[src/rsf_cfg.svh]
// Offsets, field positions and reset values of the rate sample status block
`ifndef RSF_CFG_SVH
`define RSF_CFG_SVH
`define RSF_ADDR_OUT_X_HI 8'h01
`define RSF_ADDR_OUT_Y_HI 8'h03
`define RSF_ADDR_OUT_Z_HI 8'h05
`define RSF_ADDR_FLAGS 8'h07
`define RSF_BIT_X_READY 0
`define RSF_BIT_Y_READY 1
`define RSF_BIT_Z_READY 2
`define RSF_BIT_ANY_READY 3
`define RSF_BIT_X_OVER 4
`define RSF_BIT_Y_OVER 5
`define RSF_BIT_Z_OVER 6
`define RSF_BIT_ALL_OVER 7
`define RSF_FLAGS_RESET 8'h00
`endif

[src/rsf_pkg.sv]
// Types shared by the rate sample status block
package rsf_pkg;
    // Per-axis strobes, bit 0 X, bit 1 Y, bit 2 Z
    typedef struct packed {
        logic z;
        logic y;
        logic x;
    } rsf_axes_t;
    // Operating modes of the sensor
    typedef enum logic [1:0] {
        RSF_MODE_STANDBY,
        RSF_MODE_READY,
        RSF_MODE_ACTIVE
    } rsf_mode_t;
endpackage

[src/rsf_flags.sv]
// Rate sample status flags: per-axis and combined ready and overwrite
`timescale 1ns/1ps
`include "rsf_cfg.svh"
// Functional notes
// - Z overwrite, bit 6, newest sample kept
// - Y overwrite, bit 5, newest sample kept
// - X overwrite, bit 4, newest sample kept
// - Axis overwrite clears on its high-byte read
// - Any-axis ready, bit 3, on any sample
// - Any-axis ready clears after all high reads
// - Z ready bit 2, cleared by Z high read
// - Y ready bit 1, cleared by Y high read
// - X ready bit 0, cleared by X high read
// - All-axes overwrite bit 7, cleared after all reads
// - Entering active mode clears every flag
module rsf_flags (
    input wire logic clk_sys,
    input wire logic rst,
    input wire rsf_pkg::rsf_mode_t mode,
    input wire rsf_pkg::rsf_axes_t sample_done,
    input wire logic [15:0] x_sample,
    input wire logic [15:0] y_sample,
    input wire logic [15:0] z_sample,
    input wire logic rd_strobe,
    input wire logic [7:0] rd_addr,
    output logic [7:0] rate_sample_flags,
    output logic [47:0] sample_set_r
);
    rsf_pkg::rsf_mode_t mode_prev_r; // Mode one cycle ago
    logic enter_active; // Transition into active mode
    rsf_pkg::rsf_axes_t hi_read; // High-byte read strobes
    // Timing overview
    // Inputs sampled on every rising clock edge
    // Internal flags change at the sampling edge
    // Status byte follows one edge later
    // Sample store follows at the sampling edge itself
    // Host sees each flag two edges after its cause
    // Per-axis behaviour
    // Each axis has one ready and one overwrite flag
    // Ready: set by sample, cleared by high read
    // Overwrite: sample while ready and unread
    // Same-cycle sample and read keeps ready set
    // Same-cycle sample and read leaves overwrite clear
    // Combined behaviour
    // Any-ready rises with any axis sample
    // Any-ready falls once all high bytes read
    // Any new sample restarts the read tracking
    // Complete set collected over one or more cycles
    // All-overwrite: complete set while any-ready set
    // All-overwrite falls once all high bytes read
    // Mode behaviour
    // Entry into active mode clears every flag
    // Entry clear beats any same-cycle sample
    // Low bytes are not decoded here
    // Host must read high byte first per axis
    // Limitations
    // Reads of other addresses are ignored
    // No write path exists in this block
    rsf_pkg::rsf_axes_t ready_w; // Per-axis ready flags
    rsf_pkg::rsf_axes_t over_w; // Per-axis overwrite flags
    rsf_pkg::rsf_axes_t read_seen_r; // High bytes read since last axis sample
    rsf_pkg::rsf_axes_t new_set_r; // Axes sampled in current set
    rsf_pkg::rsf_axes_t read_seen_nxt; // Next read progress
    logic any_ready_r; // Combined ready flag
    logic all_over_r; // Combined overwrite flag
    logic all_read; // Every high byte read
    logic set_done; // Complete new set acquired

    // Address match on a read strobe
    function automatic logic addr_hit(input logic stb, input logic [7:0] a,
                                      input logic [7:0] want);
        addr_hit = stb && (a == want);
    endfunction

    // Decode high-byte reads
    always_comb begin
        hi_read.x = addr_hit(rd_strobe, rd_addr, `RSF_ADDR_OUT_X_HI);
        hi_read.y = addr_hit(rd_strobe, rd_addr, `RSF_ADDR_OUT_Y_HI);
        hi_read.z = addr_hit(rd_strobe, rd_addr, `RSF_ADDR_OUT_Z_HI);
    end

    // Track previous mode
    // Reset loads the present mode, so leaving reset is not an entry
    // Otherwise a sample in the first cycle after reset would be lost
    always_ff @(posedge clk_sys) begin
        if (rst) begin
            mode_prev_r <= mode;
        end else begin
            mode_prev_r <= mode;
        end
    end

    // Standby or ready into active
    assign enter_active = (mode == rsf_pkg::RSF_MODE_ACTIVE) &&
                          (mode_prev_r != rsf_pkg::RSF_MODE_ACTIVE);

    // Per-axis flag pairs
    rsf_axis_flag u_x (
        .clk_sys(clk_sys),
        .rst(rst),
        .clear_all(enter_active),
        .sample_done(sample_done.x),
        .hi_read(hi_read.x),
        .ready_r(ready_w.x),
        .over_r(over_w.x)
    );
    rsf_axis_flag u_y (
        .clk_sys(clk_sys),
        .rst(rst),
        .clear_all(enter_active),
        .sample_done(sample_done.y),
        .hi_read(hi_read.y),
        .ready_r(ready_w.y),
        .over_r(over_w.y)
    );
    rsf_axis_flag u_z (
        .clk_sys(clk_sys),
        .rst(rst),
        .clear_all(enter_active),
        .sample_done(sample_done.z),
        .hi_read(hi_read.z),
        .ready_r(ready_w.z),
        .over_r(over_w.z)
    );

    // Read progress over the three high bytes
    always_comb begin
        read_seen_nxt = read_seen_r | hi_read;
    end
    assign all_read = &read_seen_nxt;
    assign set_done = &(new_set_r | sample_done);

    // Read progress bookkeeping, restarted by any axis sample or a full read
    always_ff @(posedge clk_sys) begin
        if (rst || enter_active) begin
            read_seen_r <= '0;
        end else if (|sample_done || all_read) begin
            read_seen_r <= '0;
        end else begin
            read_seen_r <= read_seen_nxt;
        end
    end

    // Axes collected towards a complete set
    always_ff @(posedge clk_sys) begin
        if (rst || enter_active || set_done) begin
            new_set_r <= '0;
        end else begin
            new_set_r <= new_set_r | sample_done;
        end
    end

    // Combined ready: any sample sets, full read clears; set wins
    always_ff @(posedge clk_sys) begin
        if (rst || enter_active) begin
            any_ready_r <= 1'b0;
        end else if (|sample_done) begin
            any_ready_r <= 1'b1;
        end else if (all_read) begin
            any_ready_r <= 1'b0;
        end
    end

    // Combined overwrite: complete set lands on an unread set
    always_ff @(posedge clk_sys) begin
        if (rst || enter_active) begin
            all_over_r <= 1'b0;
        end else if (set_done && any_ready_r && !all_read) begin
            all_over_r <= 1'b1;
        end else if (all_read) begin
            all_over_r <= 1'b0;
        end
    end

    // Status register image
    // Registered so every output leaves a flip-flop
    // Bit order, top to bottom:
    // all-overwrite, Z, Y, X overwrite
    // any-ready, Z, Y, X ready
    // Costs one edge of latency to the host
    // Glitch-free while the serial port shifts it out
    always_ff @(posedge clk_sys) begin
        if (rst) begin
            rate_sample_flags <= `RSF_FLAGS_RESET;
        end else begin
            rate_sample_flags <= {all_over_r, over_w.z, over_w.y, over_w.x,
                                  any_ready_r, ready_w.z, ready_w.y, ready_w.x};
        end
    end

    // Output sample store: newest replaces old, X hi at top
    // Each axis lane is written only by its own strobe
    // Unread data is overwritten, never queued
    // Lanes keep their value across mode entry
    // Only reset returns the store to zero
    // Low bytes of each lane stand beside the high bytes
    always_ff @(posedge clk_sys) begin
        if (rst) begin
            sample_set_r <= 48'h000000000000;
        end else begin
            if (sample_done.x) begin
                sample_set_r[47:32] <= x_sample;
            end
            if (sample_done.y) begin
                sample_set_r[31:16] <= y_sample;
            end
            if (sample_done.z) begin
                sample_set_r[15:0] <= z_sample;
            end
        end
    end
endmodule

[src/rsf_axis_flag.sv]
// One axis: ready and overwrite flag pair
`timescale 1ns/1ps
module rsf_axis_flag (
    input wire logic clk_sys,
    input wire logic rst,
    input wire logic clear_all,
    input wire logic sample_done,
    input wire logic hi_read,
    output logic ready_r,
    output logic over_r
);
    // Ready flag: set on sample, cleared by high-byte read; set wins
    always_ff @(posedge clk_sys) begin
        if (rst || clear_all) begin
            ready_r <= 1'b0;
        end else if (sample_done) begin
            ready_r <= 1'b1;
        end else if (hi_read) begin
            ready_r <= 1'b0;
        end
    end

    // Overwrite flag: new sample while previous still unread
    always_ff @(posedge clk_sys) begin
        if (rst || clear_all) begin
            over_r <= 1'b0;
        end else if (sample_done && ready_r && !hi_read) begin
            over_r <= 1'b1;
        end else if (hi_read) begin
            over_r <= 1'b0;
        end
    end
endmodule

[config.mk]
export PLATFORM = sky130hd
export DESIGN_NAME = rsf_flags
export DESIGN_NICKNAME = d
export VERILOG_FILES = /design/src/rsf_pkg.sv /design/src/rsf_flags.sv /design/src/rsf_axis_flag.sv
export VERILOG_INCLUDE_DIRS = /design/src
export SDC_FILE = /design/constraint.sdc
export NUM_CORES = 1
export LEC_CHECK = 0
export BUFFER_PORTS_ARGS = -buffer_cell sky130_fd_sc_hd__buf_2
export CAP_MARGIN = 0
export CORE_UTILIZATION = 42
export CTS_CLUSTER_SIZE = 28
export DETAILED_ROUTE_END_ITERATION = 8
export PLACE_DENSITY = 0.76
export SLEW_MARGIN = 20
export SYNTH_ARGS = -nofsm -noshare
export SYNTH_HDL_FRONTEND = slang
export SYNTH_SLANG_ARGS = --single-unit
[constraint.sdc]
create_clock -name clk_sys -period 1.6 [get_ports clk_sys]
set_clock_uncertainty 0.15 [all_clocks]
set_input_delay 0.32 -clock clk_sys [delete_from_list [all_inputs] [get_ports clk_sys]]
set_output_delay 0.32 -clock clk_sys [all_outputs]
set_load 0.01 [all_outputs]
# [Word-level counts from Yosys, hierarchy flattened]
# Cells that the tools add are included.
# Widths: inputs -> output; s select.
[classes] n_eq_ne=5 reduce_logical=31 bitwise_logic=2 n_mux=12
[ops] op="$reduce_bool 2->1" n=8
[ops] op="$logic_and 1x1->1" n=12
[ops] op="$mux 1" n=12
[ops] op="$eq 8x1->1 const B" n=1
[ops] op="$eq 8x2->1 const B" n=1
[ops] op="$eq 8x3->1 const B" n=1
[ops] op="$or 3x3->3" n=2
[ops] op="$reduce_and 3->1" n=2
[ops] op="$logic_not 1->1" n=4
[ops] op="$logic_or 1x1->1" n=3
[ops] op="$reduce_or 3->1" n=1
[ops] op="$eq 2x2->1 const B" n=1
[ops] op="$ne 2x2->1 const B" n=1
[ops] op="$reduce_or 2->1" n=1
[totals] register_bits=72 elab_cells=69

# [Logic depth before layout (Yosys ltp)]
[logic_depth] depth_word=7 ltp_mapped=4 depth_no_buf=3

# [Cells and area by module]
# A second synthesis with hierarchy kept.
[hier_totals] cells_unflattened=242 area_unflattened_um2=2600.0
[by_module_without_submodules] module="rsf_flags" cells_per_inst=221 area_per_inst_um2=2374.8 n_inst=1 seq_area_each_um2=1321.3
[by_module_without_submodules] module="rsf_axis_flag" cells_per_inst=7 area_per_inst_um2=75.1 n_inst=3 seq_area_each_um2=40.0

# [Worst setup path after synthesis]
# No wires, ideal clock.
[synth_path] kind="input-to-reg" start="input port rd_addr[5]" end="register any_ready_r" t_required_ns=1.317 path_stages=4 slack_ns=0.015 arrival_time_ns=1.302 n_path_buf=1 setup_time_ns=0.133 cell_sequence="or4_4 > buf_6 > o311ai_2 > a31oi_1"
[synth_via] elab_chain_len=5 elab_cells_between_ends=9
[synth_lines] item="from (decl)" line_no="rsf_flags.sv:25" rtl="input wire logic [7:0] rd_addr,"
[synth_lines] item="$eq 8x1->1 (tied with other cells)" line_no="rsf_flags.sv:72" rtl="addr_hit = stb && (a == want);"
[synth_lines] item="$logic_and 1x1->1" line_no="rsf_flags.sv:72"
[synth_lines] item="$or 3x3->3 (*)" line_no="rsf_flags.sv:128" rtl="read_seen_nxt = read_seen_r | hi_read;"
[synth_lines] item="$reduce_and 3->1 (*)" line_no="rsf_flags.sv:130" rtl="assign all_read = &read_seen_nxt;"
[synth_lines] item="$reduce_bool 2->1 (no line) (*)"
[synth_lines] item="to (signal assigned)" line_no="rsf_flags.sv:156" rtl="any_ready_r <= 1'b0;"
[synth_lines] item="to (signal assigned)" line_no="rsf_flags.sv:158" rtl="any_ready_r <= 1'b1;"
[synth_lines] item="to (signal assigned)" line_no="rsf_flags.sv:160" rtl="any_ready_r <= 1'b0;"
[synth_lines] item="to (decl)" line_no="rsf_flags.sv:64" rtl="logic any_ready_r;"
# Every way passes the cells marked *; elsewhere a longest branch is shown, timed or not.
# A chain may end at the register's enable or synchronous reset.

# [Worst setup path in the final report]
[layout_path] start="input port mode[0]" end="register read_seen_r[0] in the netlist's numbering"
[layout_via] elab_chain_len=4
[layout_lines] item="from (decl)" line_no="rsf_flags.sv:19" rtl="input wire rsf_pkg::rsf_mode_t mode,"
[layout_lines] item="$eq 2x2->1" line_no="rsf_flags.sv:94" rtl="assign enter_active = (mode == rsf_pkg::RSF_MODE_ACTIVE) &&"
[layout_lines] item="$logic_and 1x1->1" line_no="rsf_flags.sv:94"
[layout_lines] item="$logic_or 1x1->1" line_no="rsf_flags.sv:135" rtl="if (rst || enter_active) begin"
[layout_lines] item="$reduce_or 2->1 (no line)"
[layout_lines] item="to (signal assigned)" line_no="rsf_flags.sv:140" rtl="read_seen_r <= read_seen_nxt;"
[layout_lines] item="to (decl)" line_no="rsf_flags.sv:61" rtl="rsf_pkg::rsf_axes_t read_seen_r;"
# No other way between the ends.

==> impl_metrics.ini <==
[finish]
diodes = 0
drive_gt1_share_pct = 39.32
fin_cells = 459
fillers = 521
final_core_util_pct = 59.32
nNetsFinal = 443
design_area_sq_um = 3553
synthToLayoutAreaGrowth_pct = 35.43

[clock_tree]
cts_sinks = 72
cts-root-buf = clkbuf_8
cts_buffers = 9
htree_levels = 3
clk_pin_slew_ns = 0.07
cts_buffer_depth = 2
cts_tree = yes
cts_setup_buffers = 0
clock_insertion_delay_worst_skew_ns = 0.33

[synth]
synthCells = 251
postSynthAreaPerCell_sq_um = 10.45
synth_seq_cells = 72
yosysSeqAreaShare_pct = 54.94
synth_cell_types = 31
synth_area_sq_um = 2624
synth_fp_nets = 315
yosysWarningCount = 0

[floorplan]
core_sq_um = 5991
die_y_um = 81.04
num_rows = 28
pin_count = 120
die_w_um = 81.04
start_util_pct = 43.80
fp.dieArea_sq_um = 6567

[worst_setup_path]
criticalPathCategory = in2reg
worstPathRequired_ns = 1.62
crit_path_max_fanout = 3
startpoint_type = input pin
crit_arrival_ns = 1.59
critical_path.endpoint_type = register

[grt]
grt_max_degree = 32
grt_pass1_vias = 2001
antenna_found_initial = 0
grt.overflow.total = 0
grt_usage_pct = 16.60
grt_first_pass_wirelength_um = 8369

[timing]
worstMarginPinSlew_ns = 0.5474
final.setup.worst_slack_ns = 0.03505
fin_crit_sh_pct = 97.81
timing.fmax_mhz = 639.0
relSlewSlack_pct = 63.19
final_max_slew_viol_count = 0
rsz0062_at_grt = false
setup_violations = 0
tns_ns = 0
fin_crit_ns = 1.565
hold_viol_final = 0

[pwr]
p_per_area_nw_per_um2 = 1071
leakagePower_uw = 0.001779
ir_worst_vdd_mv = 0.6340

[flow_run]
maxCapViolations = 0

[status]
outcome = complete, no violations

[placement]
place_congestion = 0.8538
dpl_worst_slack_ns = -0.08641
dp_cells = 441
dp.final_hpwl_um = 3985
port_buffers = 119
placed_cell_area_sq_um = 3323

[routing]
routed_wl_um = 5510
via_per_inst = 4.767
vias = 2188
drtIter0Drc = 70
dr.pass1.iters = 4
final_antenna_net_count = 0
drc_errors = 0
wire_per_inst_um = 12.00

[hold_path]
holdCritPathClass = in2reg
-- cell usage in the layout, fill, tap and decap left out, types with 2 or more instances in the layout --
cell type and n:
a2111oi_2 2, a21oi_1 6, a221oi_1 2, buf_2 119, buf_4 11, clkbuf_1 2, clkbuf_8 11, clkinv_2 2
dfxtp_1 72, dlygate4sd3_1 2, inv_1 10, mux2i_1 49, nand2b_1 2, nand3_1 2, nor2_1 54, nor2b_1 7
nor3_1 7, nor3b_1 2, nor4_1 3, o31ai_1 5
-- sequential cells by signal (all words and copies together) (netlist names) --
| name | count |
|---|---|
| u_z.ready_r | 1 |
| u_x.over_r | 1 |
| rate_sample_flags | 8 |
| u_x.ready_r | 1 |
| u_y.over_r | 1 |
| all_over_r | 1 |
| u_y.ready_r | 1 |
| new_set_r | 3 |
| read_seen_r | 3 |
| mode_prev_r | 2 |
| u_z.over_r | 1 |
| sample_set_r | 48 |
| any_ready_r | 1 |
-- Yosys cell counts --
cell type / count / area (sq um)
o31ai_1: 5 / 37.54
nor2b_1: 7 / 43.79
buf_2: 7 / 35.03
o311ai_2: 1 / 16.27
inv_1: 10 / 37.54
a2111oi_1: 1 / 10.01
dfxtp_1: 72 / 1441
a31oi_1: 1 / 6.260
or3_4: 1 / 11.26
or4_4: 1 / 11.26
nor3b_1: 2 / 15.01
o41a_1: 1 / 11.26
nor2_1: 54 / 202.7
nand3_1: 2 / 10.01
buf_6: 1 / 11.26
o31ai_2: 1 / 12.51
o31a_1: 1 / 8.760
a21oi_1: 6 / 30.03
a221oi_1: 2 / 17.52
nor3_1: 7 / 35.03
nor4_1: 3 / 18.77
clkbuf_1: 7 / 26.28
o311ai_0: 1 / 8.760
nand2b_1: 2 / 12.51
nor4bb_1: 1 / 10.01
o211ai_1: 1 / 7.510
mux2i_1: 49 / 490.5
o21ai_0: 1 / 5.000
nand2_1: 1 / 3.750
a2111oi_0: 1 / 8.760
nand4bb_4: 1 / 27.53
-- cell families after synthesis --
group                  synth area share, %
AND/OR/NAND/NOR                      15.31
flip-flops                           54.94
multiplexers                         18.69
buffers and inverters                4.197
AO/OA/AOI/OAI                        6.868
-- final cells by class --
cell class              instances  area, sq um  area share (%)
flip-flops and latches         72         1441           40.56
well taps                      75        93.84           2.641
inverters                      10        37.54           1.056
clock inverters                 3        40.04           1.127
clock buffers                  13        158.9           4.472
multi-input cells             154         1084           30.49
repair buffers                132        698.2           19.65
-- where the power goes --
| group | switching, uW | leakage, uW | internal, uW |
|---|---|---|---|
| logic | 228 | 0.00108 | 226 |
| registers | 44.7 | 0.000594 | 1890 |
| clock network | 611 | 0.000103 | 802 |
| total | 883 | 0.00178 | 2920 |
-- per-stage QoR --
stage	power, uW	hold WS (ns)
CTS	3855	0.06086
global route	3971	0.06545
floorplan	2223	0.1977
finish	3805	0.07239
detailed placement	2431	0.2880
global placement	2417	0.2847
-- worst max-delay path, stage by stage --
cell           delay [ns]
dlygate4sd3_1        0.54
buf_2                0.13
nand2b_1             0.14
o211ai_1             0.36
a221oi_1             0.10
-- timing repair --
action / 4_1_cts / 5_1_grt
hold endpoints to repair: 2 / 0
resized for setup: 0 / 3
hold buffers: 2 / 0
endpoints found under the setup margin: 0 / 2
-- final timing paths --
check	depth (start not counted)	slack, ns	end	startpoint
max	5	0.04	read_seen_r[0]	mode[0]
max reg2reg	3	0.18	all_over_r	any_ready_r
min reg2reg	2	0.31	rate_sample_flags[7]	all_over_r
min	3	0.07	sample_set_r[30]	y_sample[14]
-- routing by layer --
metal / up-vias / part of all wire, % / track usage (%) / wire, um
met4: 0 / 1.8 / 8.214 / 101
met2: 88 / 47 / 27.90 / 2616
met1: 969 / 44 / 19.25 / 2404
met5: - / 0 / 0 / 0
met3: 11 / 7.0 / 4.719 / 387
li1: 1120 / - / - / -
Power figures use the tool's default switching activity.
